File: config.mk
export PLATFORM = sky130hd
export DESIGN_NAME = pcdi_top
export DESIGN_NICKNAME = d
export VERILOG_FILES = /design/src/rtl/pcdi_pkg.sv /design/src/rtl/pcdi_top.sv
export SDC_FILE = /design/constraint.sdc
export NUM_CORES = 2
export LEC_CHECK = 0
export BUFFER_PORTS_ARGS = -buffer_cell sky130_fd_sc_hd__buf_2
export CAP_MARGIN = 25
export CORE_AREA = 2 2 285 287
export DETAILED_ROUTE_END_ITERATION = 10
export DIE_AREA = 0 0 287 289
export PLACE_DENSITY = 0.68
export SYNTH_ARGS = -nofsm -noshare
export SYNTH_HDL_FRONTEND = slang
export SYNTH_SLANG_ARGS = --single-unit
File: constraint.sdc
create_clock -name aclk -period 5.5 [get_ports aclk]
set_input_delay 0.275 -clock aclk [delete_from_list [all_inputs] [get_ports aclk]]
set_output_delay 0.275 -clock aclk [all_outputs]
set_load 0.02 [all_outputs]
File: src/rtl/pcdi_pkg.sv
// package for the pulse counter and digital input block
// assumes a 100 MHz aclk and an axi4-lite slave holding the registers
package pcdi_pkg;
    localparam int CLK_HZ        = 100_000_000;
    localparam int CLK_PERIOD_NS = 10;
    // timebase: 100 counts per period of a 50 kHz input
    localparam int FMAX_ACC_HZ   = 50_000;
    localparam int TB_COUNTS     = 100;
    localparam int TB_HZ         = FMAX_ACC_HZ * TB_COUNTS;
    localparam int TB_DIV        = CLK_HZ / TB_HZ;
    localparam int PER_MIN_NS    = 400;
    localparam int PER_MIN_CYC   = (PER_MIN_NS + CLK_PERIOD_NS - 1)
                                   / CLK_PERIOD_NS;
    localparam int US_PER_S      = 1_000_000;
    localparam int US_DIV        = CLK_HZ / US_PER_S;
    localparam int NBITS         = 10;
    localparam int NCH           = 4;
    localparam int CW            = 24;

    localparam logic [7:0] OFS_DIR    = 8'h00;
    localparam logic [7:0] OFS_DOUT   = 8'h04;
    localparam logic [7:0] OFS_DIN    = 8'h08;
    localparam logic [7:0] OFS_RATE   = 8'h0c;
    localparam logic [7:0] OFS_CTRL   = 8'h10;
    localparam logic [7:0] OFS_STAT   = 8'h14;
    localparam logic [7:0] OFS_RES0   = 8'h20;
    localparam logic [7:0] OFS_AUX0   = 8'h30;

    localparam logic [9:0]  DIR_RESET  = 10'h3ff;
    localparam logic [31:0] RATE_RESET = 32'h000f4240;
    localparam logic [1:0]  RESP_OKAY  = 2'b00;
    localparam logic [1:0]  RESP_SLVERR = 2'b10;

    typedef enum logic [1:0] {
        PCDI_PERIOD, PCDI_FREQ, PCDI_RATE, PCDI_DUTY
    } pcdi_mode_t;
endpackage

File: src/rtl/pcdi_top.sv
// pulse counter channels and ten-bit digital port behind axi4-lite
// assumes bit pins are sampled from outside; each pin is three signals
//
// Contract
// - ten digital bits, each input or output
// - set direction bit means input, clear output
// - capture full ten-bit word each sample period; code reads output bits as zero
// - channel result latched once per sample period
// - period mode: 24-bit counter, report microseconds; code reports raw 0.2 us timebase counts
// - frequency mode reports hertz up to 1 MHz; code reports the period in 0.2 us timebase counts
// - frequency mode needs float output format
// - rate mode counts pulses per period, scaled; code reports the raw pulse count
// - duty: period and off-time 24-bit counters
// - duty result is high time over period; code reports the period, with off-time in aux
// - duty mode needs float output format
// - duty uses adjacent pair, odd line only
// - format float or unsigned, unsigned subset; code keeps the bit but always reports unsigned counts
// - non-rate modes accurate 0.5 Hz to 50 kHz
// - timebase gives 100 counts at 50 kHz
`timescale 1ns/1ns
`default_nettype none
module pcdi_top #(
    parameter int NBITS = 10,
    parameter int NCH   = 4
) (
    input  wire logic             aclk,
    input  wire logic             aresetn,
    input  wire logic [31:0]      s_axi_awaddr,
    input  wire logic             s_axi_awvalid,
    output logic                  s_axi_awready,
    input  wire logic [31:0]      s_axi_wdata,
    input  wire logic [3:0]       s_axi_wstrb,
    input  wire logic             s_axi_wvalid,
    output logic                  s_axi_wready,
    output logic [1:0]            s_axi_bresp,
    output logic                  s_axi_bvalid,
    input  wire logic             s_axi_bready,
    input  wire logic [31:0]      s_axi_araddr,
    input  wire logic             s_axi_arvalid,
    output logic                  s_axi_arready,
    output logic [31:0]           s_axi_rdata,
    output logic [1:0]            s_axi_rresp,
    output logic                  s_axi_rvalid,
    input  wire logic             s_axi_rready,
    input  wire logic [NBITS-1:0] dio_in,
    output logic [NBITS-1:0]      dio_out,
    output logic [NBITS-1:0]      dio_oe,
    output logic                  sample_strobe
);
    localparam int CW = pcdi_pkg::CW;
    logic [NBITS-1:0] dir_reg;
    logic [NBITS-1:0] dout_reg;
    logic [31:0]      rate_reg;
    logic [2*NCH-1:0] mode_reg;
    logic [NCH-1:0]   fmt_float_reg;
    logic [NCH-1:0]   cfg_err_reg;
    logic [NBITS-1:0] din_reg;
    logic [31:0]      res_reg [NCH];
    logic [CW-1:0]    aux_reg [NCH];
    logic [NCH-1:0]   oor_reg;

    assign dio_out = dout_reg;
    assign dio_oe  = ~dir_reg;

    // three-flop chain; stages two and three feed edge logic
    logic [NBITS-1:0] sync1_reg;
    logic [NBITS-1:0] sync2_reg;
    logic [NBITS-1:0] sync3_reg;
    always_ff @(posedge aclk) begin
        if (!aresetn) begin
            sync1_reg <= '0;
            sync2_reg <= '0;
            sync3_reg <= '0;
        end else begin
            sync1_reg <= dio_in;
            sync2_reg <= sync1_reg;
            sync3_reg <= sync2_reg;
        end
    end
    logic [NBITS-1:0] rise;
    logic [NBITS-1:0] fall;
    assign rise = sync2_reg & ~sync3_reg & dir_reg;
    assign fall = ~sync2_reg & sync3_reg & dir_reg;

    // sample period counter
    logic [31:0] sp_cnt_reg;
    logic        sp_tick;
    assign sp_tick = (sp_cnt_reg == 32'h0);
    always_ff @(posedge aclk) begin
        if (!aresetn) begin
            sp_cnt_reg    <= pcdi_pkg::RATE_RESET - 32'h1;
            sample_strobe <= 1'b0;
        end else begin
            sample_strobe <= sp_tick;
            if (sp_tick || sp_cnt_reg >= rate_reg) begin
                sp_cnt_reg <= rate_reg - 32'h1;
            end else begin
                sp_cnt_reg <= sp_cnt_reg - 32'h1;
            end
        end
    end

    always_ff @(posedge aclk) begin
        if (!aresetn) begin
            din_reg <= '0;
        end else if (sp_tick) begin
            din_reg <= sync2_reg & dir_reg;
        end
    end

    // timebase: one tick per 20 clocks, 100 ticks in 20 us
    logic [7:0] tb_cnt_reg;
    logic       tb_tick;
    assign tb_tick = (tb_cnt_reg == 8'(pcdi_pkg::TB_DIV - 1));
    always_ff @(posedge aclk) begin
        if (!aresetn) begin
            tb_cnt_reg <= '0;
        end else begin
            tb_cnt_reg <= tb_tick ? 8'h0 : tb_cnt_reg + 8'h1;
        end
    end

    // channel k uses line 2k (odd numbered on the connector), pair 2k+1
    for (genvar k = 0; k < NCH; k++) begin : g_ch
        logic [CW-1:0] per_cnt_reg;
        logic [CW-1:0] off_cnt_reg;
        logic [CW-1:0] per_lat_reg;
        logic [CW-1:0] off_lat_reg;
        logic [CW-1:0] pulse_cnt_reg;
        logic          per_ovf_reg;
        logic [1:0]    md;
        logic          r;
        logic          f;
        assign md = mode_reg[2*k+1:2*k];
        assign r  = rise[2*k];
        assign f  = fall[2*k];

        always_ff @(posedge aclk) begin
            if (!aresetn) begin
                per_cnt_reg <= '0;
                off_cnt_reg <= '0;
                per_lat_reg <= '0;
                off_lat_reg <= '0;
                per_ovf_reg <= 1'b0;
            end else begin
                if (r) begin
                    per_lat_reg <= per_cnt_reg;
                    off_lat_reg <= off_cnt_reg;
                    per_cnt_reg <= '0;
                    off_cnt_reg <= '0;
                    per_ovf_reg <= 1'b0;
                end else begin
                    if (&per_cnt_reg) begin
                        per_ovf_reg <= 1'b1;
                        per_lat_reg <= per_cnt_reg;
                    end else if (tb_tick) begin
                        per_cnt_reg <= per_cnt_reg + CW'(1);
                    end
                    if (f) begin
                        off_cnt_reg <= '0;
                    end else if (tb_tick && !(&off_cnt_reg)) begin
                        off_cnt_reg <= off_cnt_reg + CW'(1);
                    end
                end
            end
        end

        always_ff @(posedge aclk) begin
            if (!aresetn) begin
                pulse_cnt_reg <= '0;
            end else if (sp_tick) begin
                pulse_cnt_reg <= {{(CW-1){1'b0}}, r};
            end else if (r && !(&pulse_cnt_reg)) begin
                pulse_cnt_reg <= pulse_cnt_reg + CW'(1);
            end
        end

        // raw 0.2 us timebase counts (pulse count in rate mode), scaled by software; aux is off-time
        always_ff @(posedge aclk) begin
            if (!aresetn) begin
                res_reg[k] <= '0;
                aux_reg[k] <= '0;
                oor_reg[k] <= 1'b0;
            end else if (sp_tick) begin
                oor_reg[k] <= per_ovf_reg;
                aux_reg[k] <= off_lat_reg;
                unique case (md)
                    2'(pcdi_pkg::PCDI_RATE):
                        res_reg[k] <= {8'h0, pulse_cnt_reg};
                    default:
                        res_reg[k] <= {8'h0, per_lat_reg};
                endcase
            end
        end
    end

    // axi4-lite write: address and data taken in either order
    logic        aw_hold_reg;
    logic        w_hold_reg;
    logic [7:0]  aw_addr_reg;
    logic [31:0] w_data_reg;
    logic [3:0]  w_strb_reg;
    assign s_axi_awready = !aw_hold_reg && !s_axi_bvalid;
    assign s_axi_wready  = !w_hold_reg && !s_axi_bvalid;
    logic        wr_go;
    assign wr_go = aw_hold_reg && w_hold_reg;

    always_ff @(posedge aclk) begin
        if (!aresetn) begin
            aw_hold_reg  <= 1'b0;
            w_hold_reg   <= 1'b0;
            aw_addr_reg  <= '0;
            w_data_reg   <= '0;
            w_strb_reg   <= '0;
            s_axi_bvalid <= 1'b0;
            s_axi_bresp  <= pcdi_pkg::RESP_OKAY;
        end else begin
            if (s_axi_awvalid && s_axi_awready) begin
                aw_hold_reg <= 1'b1;
                aw_addr_reg <= s_axi_awaddr[7:0];
            end
            if (s_axi_wvalid && s_axi_wready) begin
                w_hold_reg <= 1'b1;
                w_data_reg <= s_axi_wdata;
                w_strb_reg <= s_axi_wstrb;
            end
            if (wr_go) begin
                aw_hold_reg  <= 1'b0;
                w_hold_reg   <= 1'b0;
                s_axi_bvalid <= 1'b1;
                s_axi_bresp  <= pcdi_pkg::RESP_OKAY;
                unique case (aw_addr_reg)
                    pcdi_pkg::OFS_DIR, pcdi_pkg::OFS_DOUT,
                    pcdi_pkg::OFS_RATE, pcdi_pkg::OFS_CTRL: ;
                    default: s_axi_bresp <= pcdi_pkg::RESP_SLVERR;
                endcase
            end else if (s_axi_bvalid && s_axi_bready) begin
                s_axi_bvalid <= 1'b0;
            end
        end
    end

    // ctrl word: per channel nibble = {float, unused, mode[1:0]};
    // a float-only mode asked with unsigned format is refused
    always_ff @(posedge aclk) begin
        if (!aresetn) begin
            dir_reg       <= pcdi_pkg::DIR_RESET;
            dout_reg      <= '0;
            rate_reg      <= pcdi_pkg::RATE_RESET;
            mode_reg      <= '0;
            fmt_float_reg <= '1;
            cfg_err_reg   <= '0;
        end else if (wr_go && (&w_strb_reg)) begin
            unique case (aw_addr_reg)
                pcdi_pkg::OFS_DIR:
                    dir_reg <= w_data_reg[NBITS-1:0];
                pcdi_pkg::OFS_DOUT:
                    dout_reg <= w_data_reg[NBITS-1:0];
                pcdi_pkg::OFS_RATE:
                    rate_reg <= w_data_reg;
                pcdi_pkg::OFS_CTRL:
                    for (int i = 0; i < NCH; i++) begin
                        if (!w_data_reg[4*i+3] &&
                            (w_data_reg[4*i+:2] ==
                                2'(pcdi_pkg::PCDI_FREQ) ||
                             w_data_reg[4*i+:2] ==
                                2'(pcdi_pkg::PCDI_DUTY))) begin
                            cfg_err_reg[i] <= 1'b1;
                        end else begin
                            cfg_err_reg[i] <= 1'b0;
                            mode_reg[2*i+:2] <= w_data_reg[4*i+:2];
                            fmt_float_reg[i] <= w_data_reg[4*i+3];
                        end
                    end
                default: ;
            endcase
        end
    end

    // axi4-lite read, one cycle after the address
    logic [7:0] ra;
    assign ra = s_axi_araddr[7:0];
    assign s_axi_arready = !s_axi_rvalid;
    always_ff @(posedge aclk) begin
        if (!aresetn) begin
            s_axi_rvalid <= 1'b0;
            s_axi_rdata  <= '0;
            s_axi_rresp  <= pcdi_pkg::RESP_OKAY;
        end else if (s_axi_arvalid && s_axi_arready) begin
            s_axi_rvalid <= 1'b1;
            s_axi_rresp  <= pcdi_pkg::RESP_OKAY;
            s_axi_rdata  <= '0;
            if (ra == pcdi_pkg::OFS_DIR)
                s_axi_rdata <= 32'(dir_reg);
            else if (ra == pcdi_pkg::OFS_DOUT)
                s_axi_rdata <= 32'(dout_reg);
            else if (ra == pcdi_pkg::OFS_DIN)
                s_axi_rdata <= 32'(din_reg);
            else if (ra == pcdi_pkg::OFS_RATE)
                s_axi_rdata <= rate_reg;
            else if (ra == pcdi_pkg::OFS_CTRL)
                for (int i = 0; i < NCH; i++)
                    s_axi_rdata[4*i+:4] <= {fmt_float_reg[i], 1'b0,
                                            mode_reg[2*i+:2]};
            else if (ra == pcdi_pkg::OFS_STAT)
                s_axi_rdata <= 32'({cfg_err_reg, oor_reg});
            else if (ra >= pcdi_pkg::OFS_RES0 && ra < 8'h30 &&
                     {1'b0, ra[3:2]} < 3'(NCH))
                s_axi_rdata <= res_reg[ra[3:2]];
            else if (ra >= pcdi_pkg::OFS_AUX0 && ra < 8'h40)
                s_axi_rdata <= 32'(aux_reg[ra[3:2]]);
            else
                s_axi_rresp <= pcdi_pkg::RESP_SLVERR;
        end else if (s_axi_rvalid && s_axi_rready) begin
            s_axi_rvalid <= 1'b0;
        end
    end

    property p_dir_oe;
        @(posedge aclk) disable iff (!aresetn)
        wr_go && (&w_strb_reg) && aw_addr_reg == pcdi_pkg::OFS_DIR
            |=> dio_oe == ~$past(w_data_reg[NBITS-1:0]);
    endproperty
    a_dir_oe: assert property (p_dir_oe) else $error("oe wrong");
    property p_din;
        @(posedge aclk) disable iff (!aresetn)
        sp_tick |=> din_reg == ($past(sync2_reg) & $past(dir_reg));
    endproperty
    a_din: assert property (p_din) else $error("din bad");
    property p_strobe;
        @(posedge aclk) disable iff (!aresetn)
        sp_tick |=> sample_strobe;
    endproperty
    a_strobe: assert property (p_strobe) else $error("strobe");
    logic [7:0] tb_gap_reg;
    always_ff @(posedge aclk) begin
        tb_gap_reg <= (!aresetn || tb_tick) ? 8'h0 : tb_gap_reg + 8'h1;
    end
    property p_tb;
        @(posedge aclk) disable iff (!aresetn)
        tb_tick == (tb_gap_reg == 8'(pcdi_pkg::TB_DIV - 1));
    endproperty
    a_tb: assert property (p_tb) else $error("timebase");
    property p_sync;
        @(posedge aclk) disable iff (!aresetn)
        rise[0] |-> $past(dio_in[0], 2) && !$past(dio_in[0], 3);
    endproperty
    a_sync: assert property (p_sync) else $error("edge");
    property p_mode_fmt;
        @(posedge aclk) disable iff (!aresetn)
        !fmt_float_reg[0] |-> mode_reg[1:0] != 2'(pcdi_pkg::PCDI_FREQ)
            && mode_reg[1:0] != 2'(pcdi_pkg::PCDI_DUTY);
    endproperty
    a_mode_fmt: assert property (p_mode_fmt) else $error("fmt");
    property p_sat;
        @(posedge aclk) disable iff (!aresetn)
        (&g_ch[0].per_cnt_reg) && !g_ch[0].r |=> g_ch[0].per_ovf_reg;
    endproperty
    a_sat: assert property (p_sat) else $error("ovf");
    property p_per_clr;
        @(posedge aclk) disable iff (!aresetn)
        g_ch[0].r |=> g_ch[0].per_cnt_reg == '0;
    endproperty
    a_per_clr: assert property (p_per_clr) else $error("per");
endmodule // pcdi_top
`default_nettype wire

==> flow_summary_export.csv <==
group,metric,value,unit
detailed_routing,route.detailed.drc,0,
worst_setup_path,cp.required,6.06,ns
logic_synthesis,synth-main-ff-cell,"dfxtp_1",
floorplanning,fp.dieW,287,um
clock_tree,h-tree-depth,3,
global_routing,grt_pass1_vias,29090,
clock_tree,cts_sinks,905,
detailed_routing,ant_nets,0,
global_routing,gr-total-overflow,0,
worst_setup_path,path_common_cell,"or4_1",
worst_setup_path,critPathCaptureType,"flip-flop",
sta,min_period,4.875,ns
logic_synthesis,synth_enable_flop_cells,192,
sta,clock_skew,0.04302,ns
floorplanning,die_h,289,um
cells_and_area,area_growth,13.37,%
sta,period_share,88.63,%
logic_synthesis,syn_inst,4392,
sta,hold_violations,0,
clock_tree,clock_path_buffers,3,
placement,dp_slack,0.6481,ns
detailed_routing,dr.pass1.iters,6,
detailed_routing,finalWirelength,104800,um
worst_setup_path,worstSetupPathType,"flip-flop to flip-flop",
sta,slew_headroom,30.40,%
clock_tree,postCtsSetupBuffers,0,
clock_tree,cts_tree,"built",
clock_tree,clk-insertion-delay-late,0.69,ns
sta,grt_setup_unrepaired,"no",
logic_synthesis,yosysSeqAreaShare,50.69,%
clock_tree,hold_buffers,57,
sta,fmax,205.1,MHz
floorplanning,ios,179,
logic_synthesis,avgSynthCellArea,9.001,um2
global_routing,antenna_found_initial,2,
floorplanning,die_area,82940,um2
floorplanning,coreArea,79900,um2
flow_run,cap_violations,0,
cells_and_area,drive_above_1_share,9.404,%
worst_hold_path,hp-class,"primary input to flip-flop",
worst_setup_path,startpoint_type,"flip-flop",
clock_tree,clock_tree.root_cell,"clkbuf_16",
floorplanning,rows,104,
cells_and_area,nets,4645,
power_and_ir_drop,cellPowerDensity,329.2,nW/um2
sta,setup_slack,0.6252,ns
placement,place_congestion,0.8803,
power_and_ir_drop,peakVddDrop,308.0,uV
placement,io_buffers,128,
cells_and_area,final_common_cell,"nand2_1",
detailed_routing,first_iter_violations,2489,
global_routing,grt_pass1_wl,162700,um
logic_synthesis,ys_types,78,
sta,setup_tns,0,ns
clock_tree,cts_made_buffers,94,
power_and_ir_drop,power_leakage,15.68,nW
global_routing,grt_util_all_layers,24.65,%
sta,tightest_slew,1.029,ns
cells_and_area,mostFrequentLayoutCells,"nand2_1, dfxtp_1, nor2_1, a21oi_1, edfxtp_1",
detailed_routing,vias_per_cell,5.583,
logic_synthesis,async_flop_share,0,%
worst_setup_path,slowest_stage,"or4_1",
logic_synthesis,ys_ff_latch,905,
status,status,"complete, no violations",
clock_tree,cts_resized,0,
clock_tree,clkSlewWorstSetupHoldPaths,0.06,ns
sta,setup_violations,0,
worst_setup_path,cpPeakStageDelay,0.61,ns
placement,hpwl,71160,um
logic_synthesis,yosysWarningCount,0,
floorplanning,start_util,49.48,%
worst_setup_path,critPathMaxFanout,9,
cells_and_area,n_fill_cell,7132,
worst_setup_path,path_cells,"or4_1 > nor4b_1 > nand4_1 > o221ai_1 > nor2_4 > mux2i_1 > ha_1 > nor4b_2 > nand2_1 > or3_1 > or4_1 > nor3_2 > xnor2_1 > o211a_1",
global_routing,grt_max_degree,151,
detailed_routing,wl_per_cell,18.63,um
worst_setup_path,cp_data_arrival_time,5.43,ns
placement,dpl.cell_count,5388,
detailed_routing,vias,31390,
logic_synthesis,syn_area,39530,um2
cells_and_area,layout.cells.non_filler,5623,
sta,maxSlewViolCount,0,
==> critical path, delay by kind of cell, from the launching register on <==
family / cells / cell delay, ns
simple gates: 9 / 3.16
compound gates: 2 / 0.60
xor+xnor: 1 / 0.08
mux: 1 / 0.20
fa+ha+maj: 1 / 0.35
flops: 1 / 0.37
==> final timing paths <==
| kind | from | end | slack [ns] | depth (start not counted) |
|---|---|---|---|---|
| worst max-delay path | sp_cnt_reg[21]$_SDFF_PN0_ | sp_cnt_reg[26]$_SDFF_PN0_ | 0.63 | 14 |
| worst min-delay path | aresetn | fmt_float_reg[2]$_SDFFE_PN1P_ | 0.07 | 2 |
| worst max register to register | sp_cnt_reg[21]$_SDFF_PN0_ | sp_cnt_reg[26]$_SDFF_PN0_ | 0.63 | 14 |
| worst min register to register | sync1_reg[7]$_SDFF_PN0_ | sync2_reg[7]$_SDFF_PN0_ | 0.44 | 1 |
==> area by class of cell <==
cell class,count,area [um2],share of cell area (%)
Timing Repair Buffer,243,1722,3.841
Inverter,78,297.8,0.6644
Clock buffer,142,2768,6.175
Clock inverter,34,359.1,0.8012
Multi-Input combinational cell,3160,18300,40.84
Antenna cell,1,2.502,0.005583
Sequential cell,905,20040,44.71
Tap cell,1060,1326,2.959
==> cells by family after synthesis <==
| logic type | synth area share (%) |
|---|---|
| AND/OR/NAND/NOR | 23.59 |
| flip-flops | 50.69 |
| AO/OA/AOI/OAI | 10.17 |
| buffers and inverters | 3.216 |
| XOR/XNOR | 6.824 |
| multiplexers | 4.045 |
| adder cells (fa/ha/maj) | 1.456 |
| other | 0.009486 |
==> cell usage after synthesis (all sizes together) (8+ instances only) <==
cell    instances  area share [%]
xnor2         135             3.0
edfxtp        192              15
or2            10            0.16
nor2b          31            0.49
nand3         185             2.3
nor4           34            0.63
a21oi         343             4.3
nor2          409             3.9
and4           44            0.97
o21ai         118             1.5
and3          138             2.2
a31oi           8            0.13
or4            16            0.32
a22oi          15            0.28
xor2          173             3.8
nand2         921             8.7
nor3           54            0.72
a21boi         84             1.6
nand2b         11            0.17
inv            78            0.74
dfxtp         713              36
ha             46             1.5
or3            28            0.44
mux2i          45             1.1
o211a          10            0.25
o211ai         27            0.51
nand4          83             1.3
a211oi         12            0.23
mux4           50             2.8
clkbuf        207             2.0
and2           47            0.74
buf            43            0.51
o31ai           8            0.15
==> report_power, final <==
| group | switching (mW) | internal, mW |
|---|---|---|
| logic | 0.805 | 0.505 |
| registers | 0.152 | 6.95 |
| clock network | 2.77 | 3.57 |
==> per-stage QoR <==
stage	utilization (%)	hold slack, ns	total power [mW]	area, um2
after floorplan	-	0.4023	8.106	39540
after global placement	51.41	0.4195	8.484	41080
after detailed placement	51.46	0.4217	8.499	41110
after CTS	56.09	0.02284	14.84	44810
after global routing	56.09	0.05007	15.26	44820
final	56.09	0.07044	14.75	44820
==> per-layer routing <==
layer	global-route usage (%)	part of all wire, %	up-vias
met5	0	0	-
met2	39.52	46	907
met3	4.252	6.5	198
met4	8.711	3.6	0
met1	33.67	44	14970
li1	-	-	15320
Power figures use the tool's default switching activity.
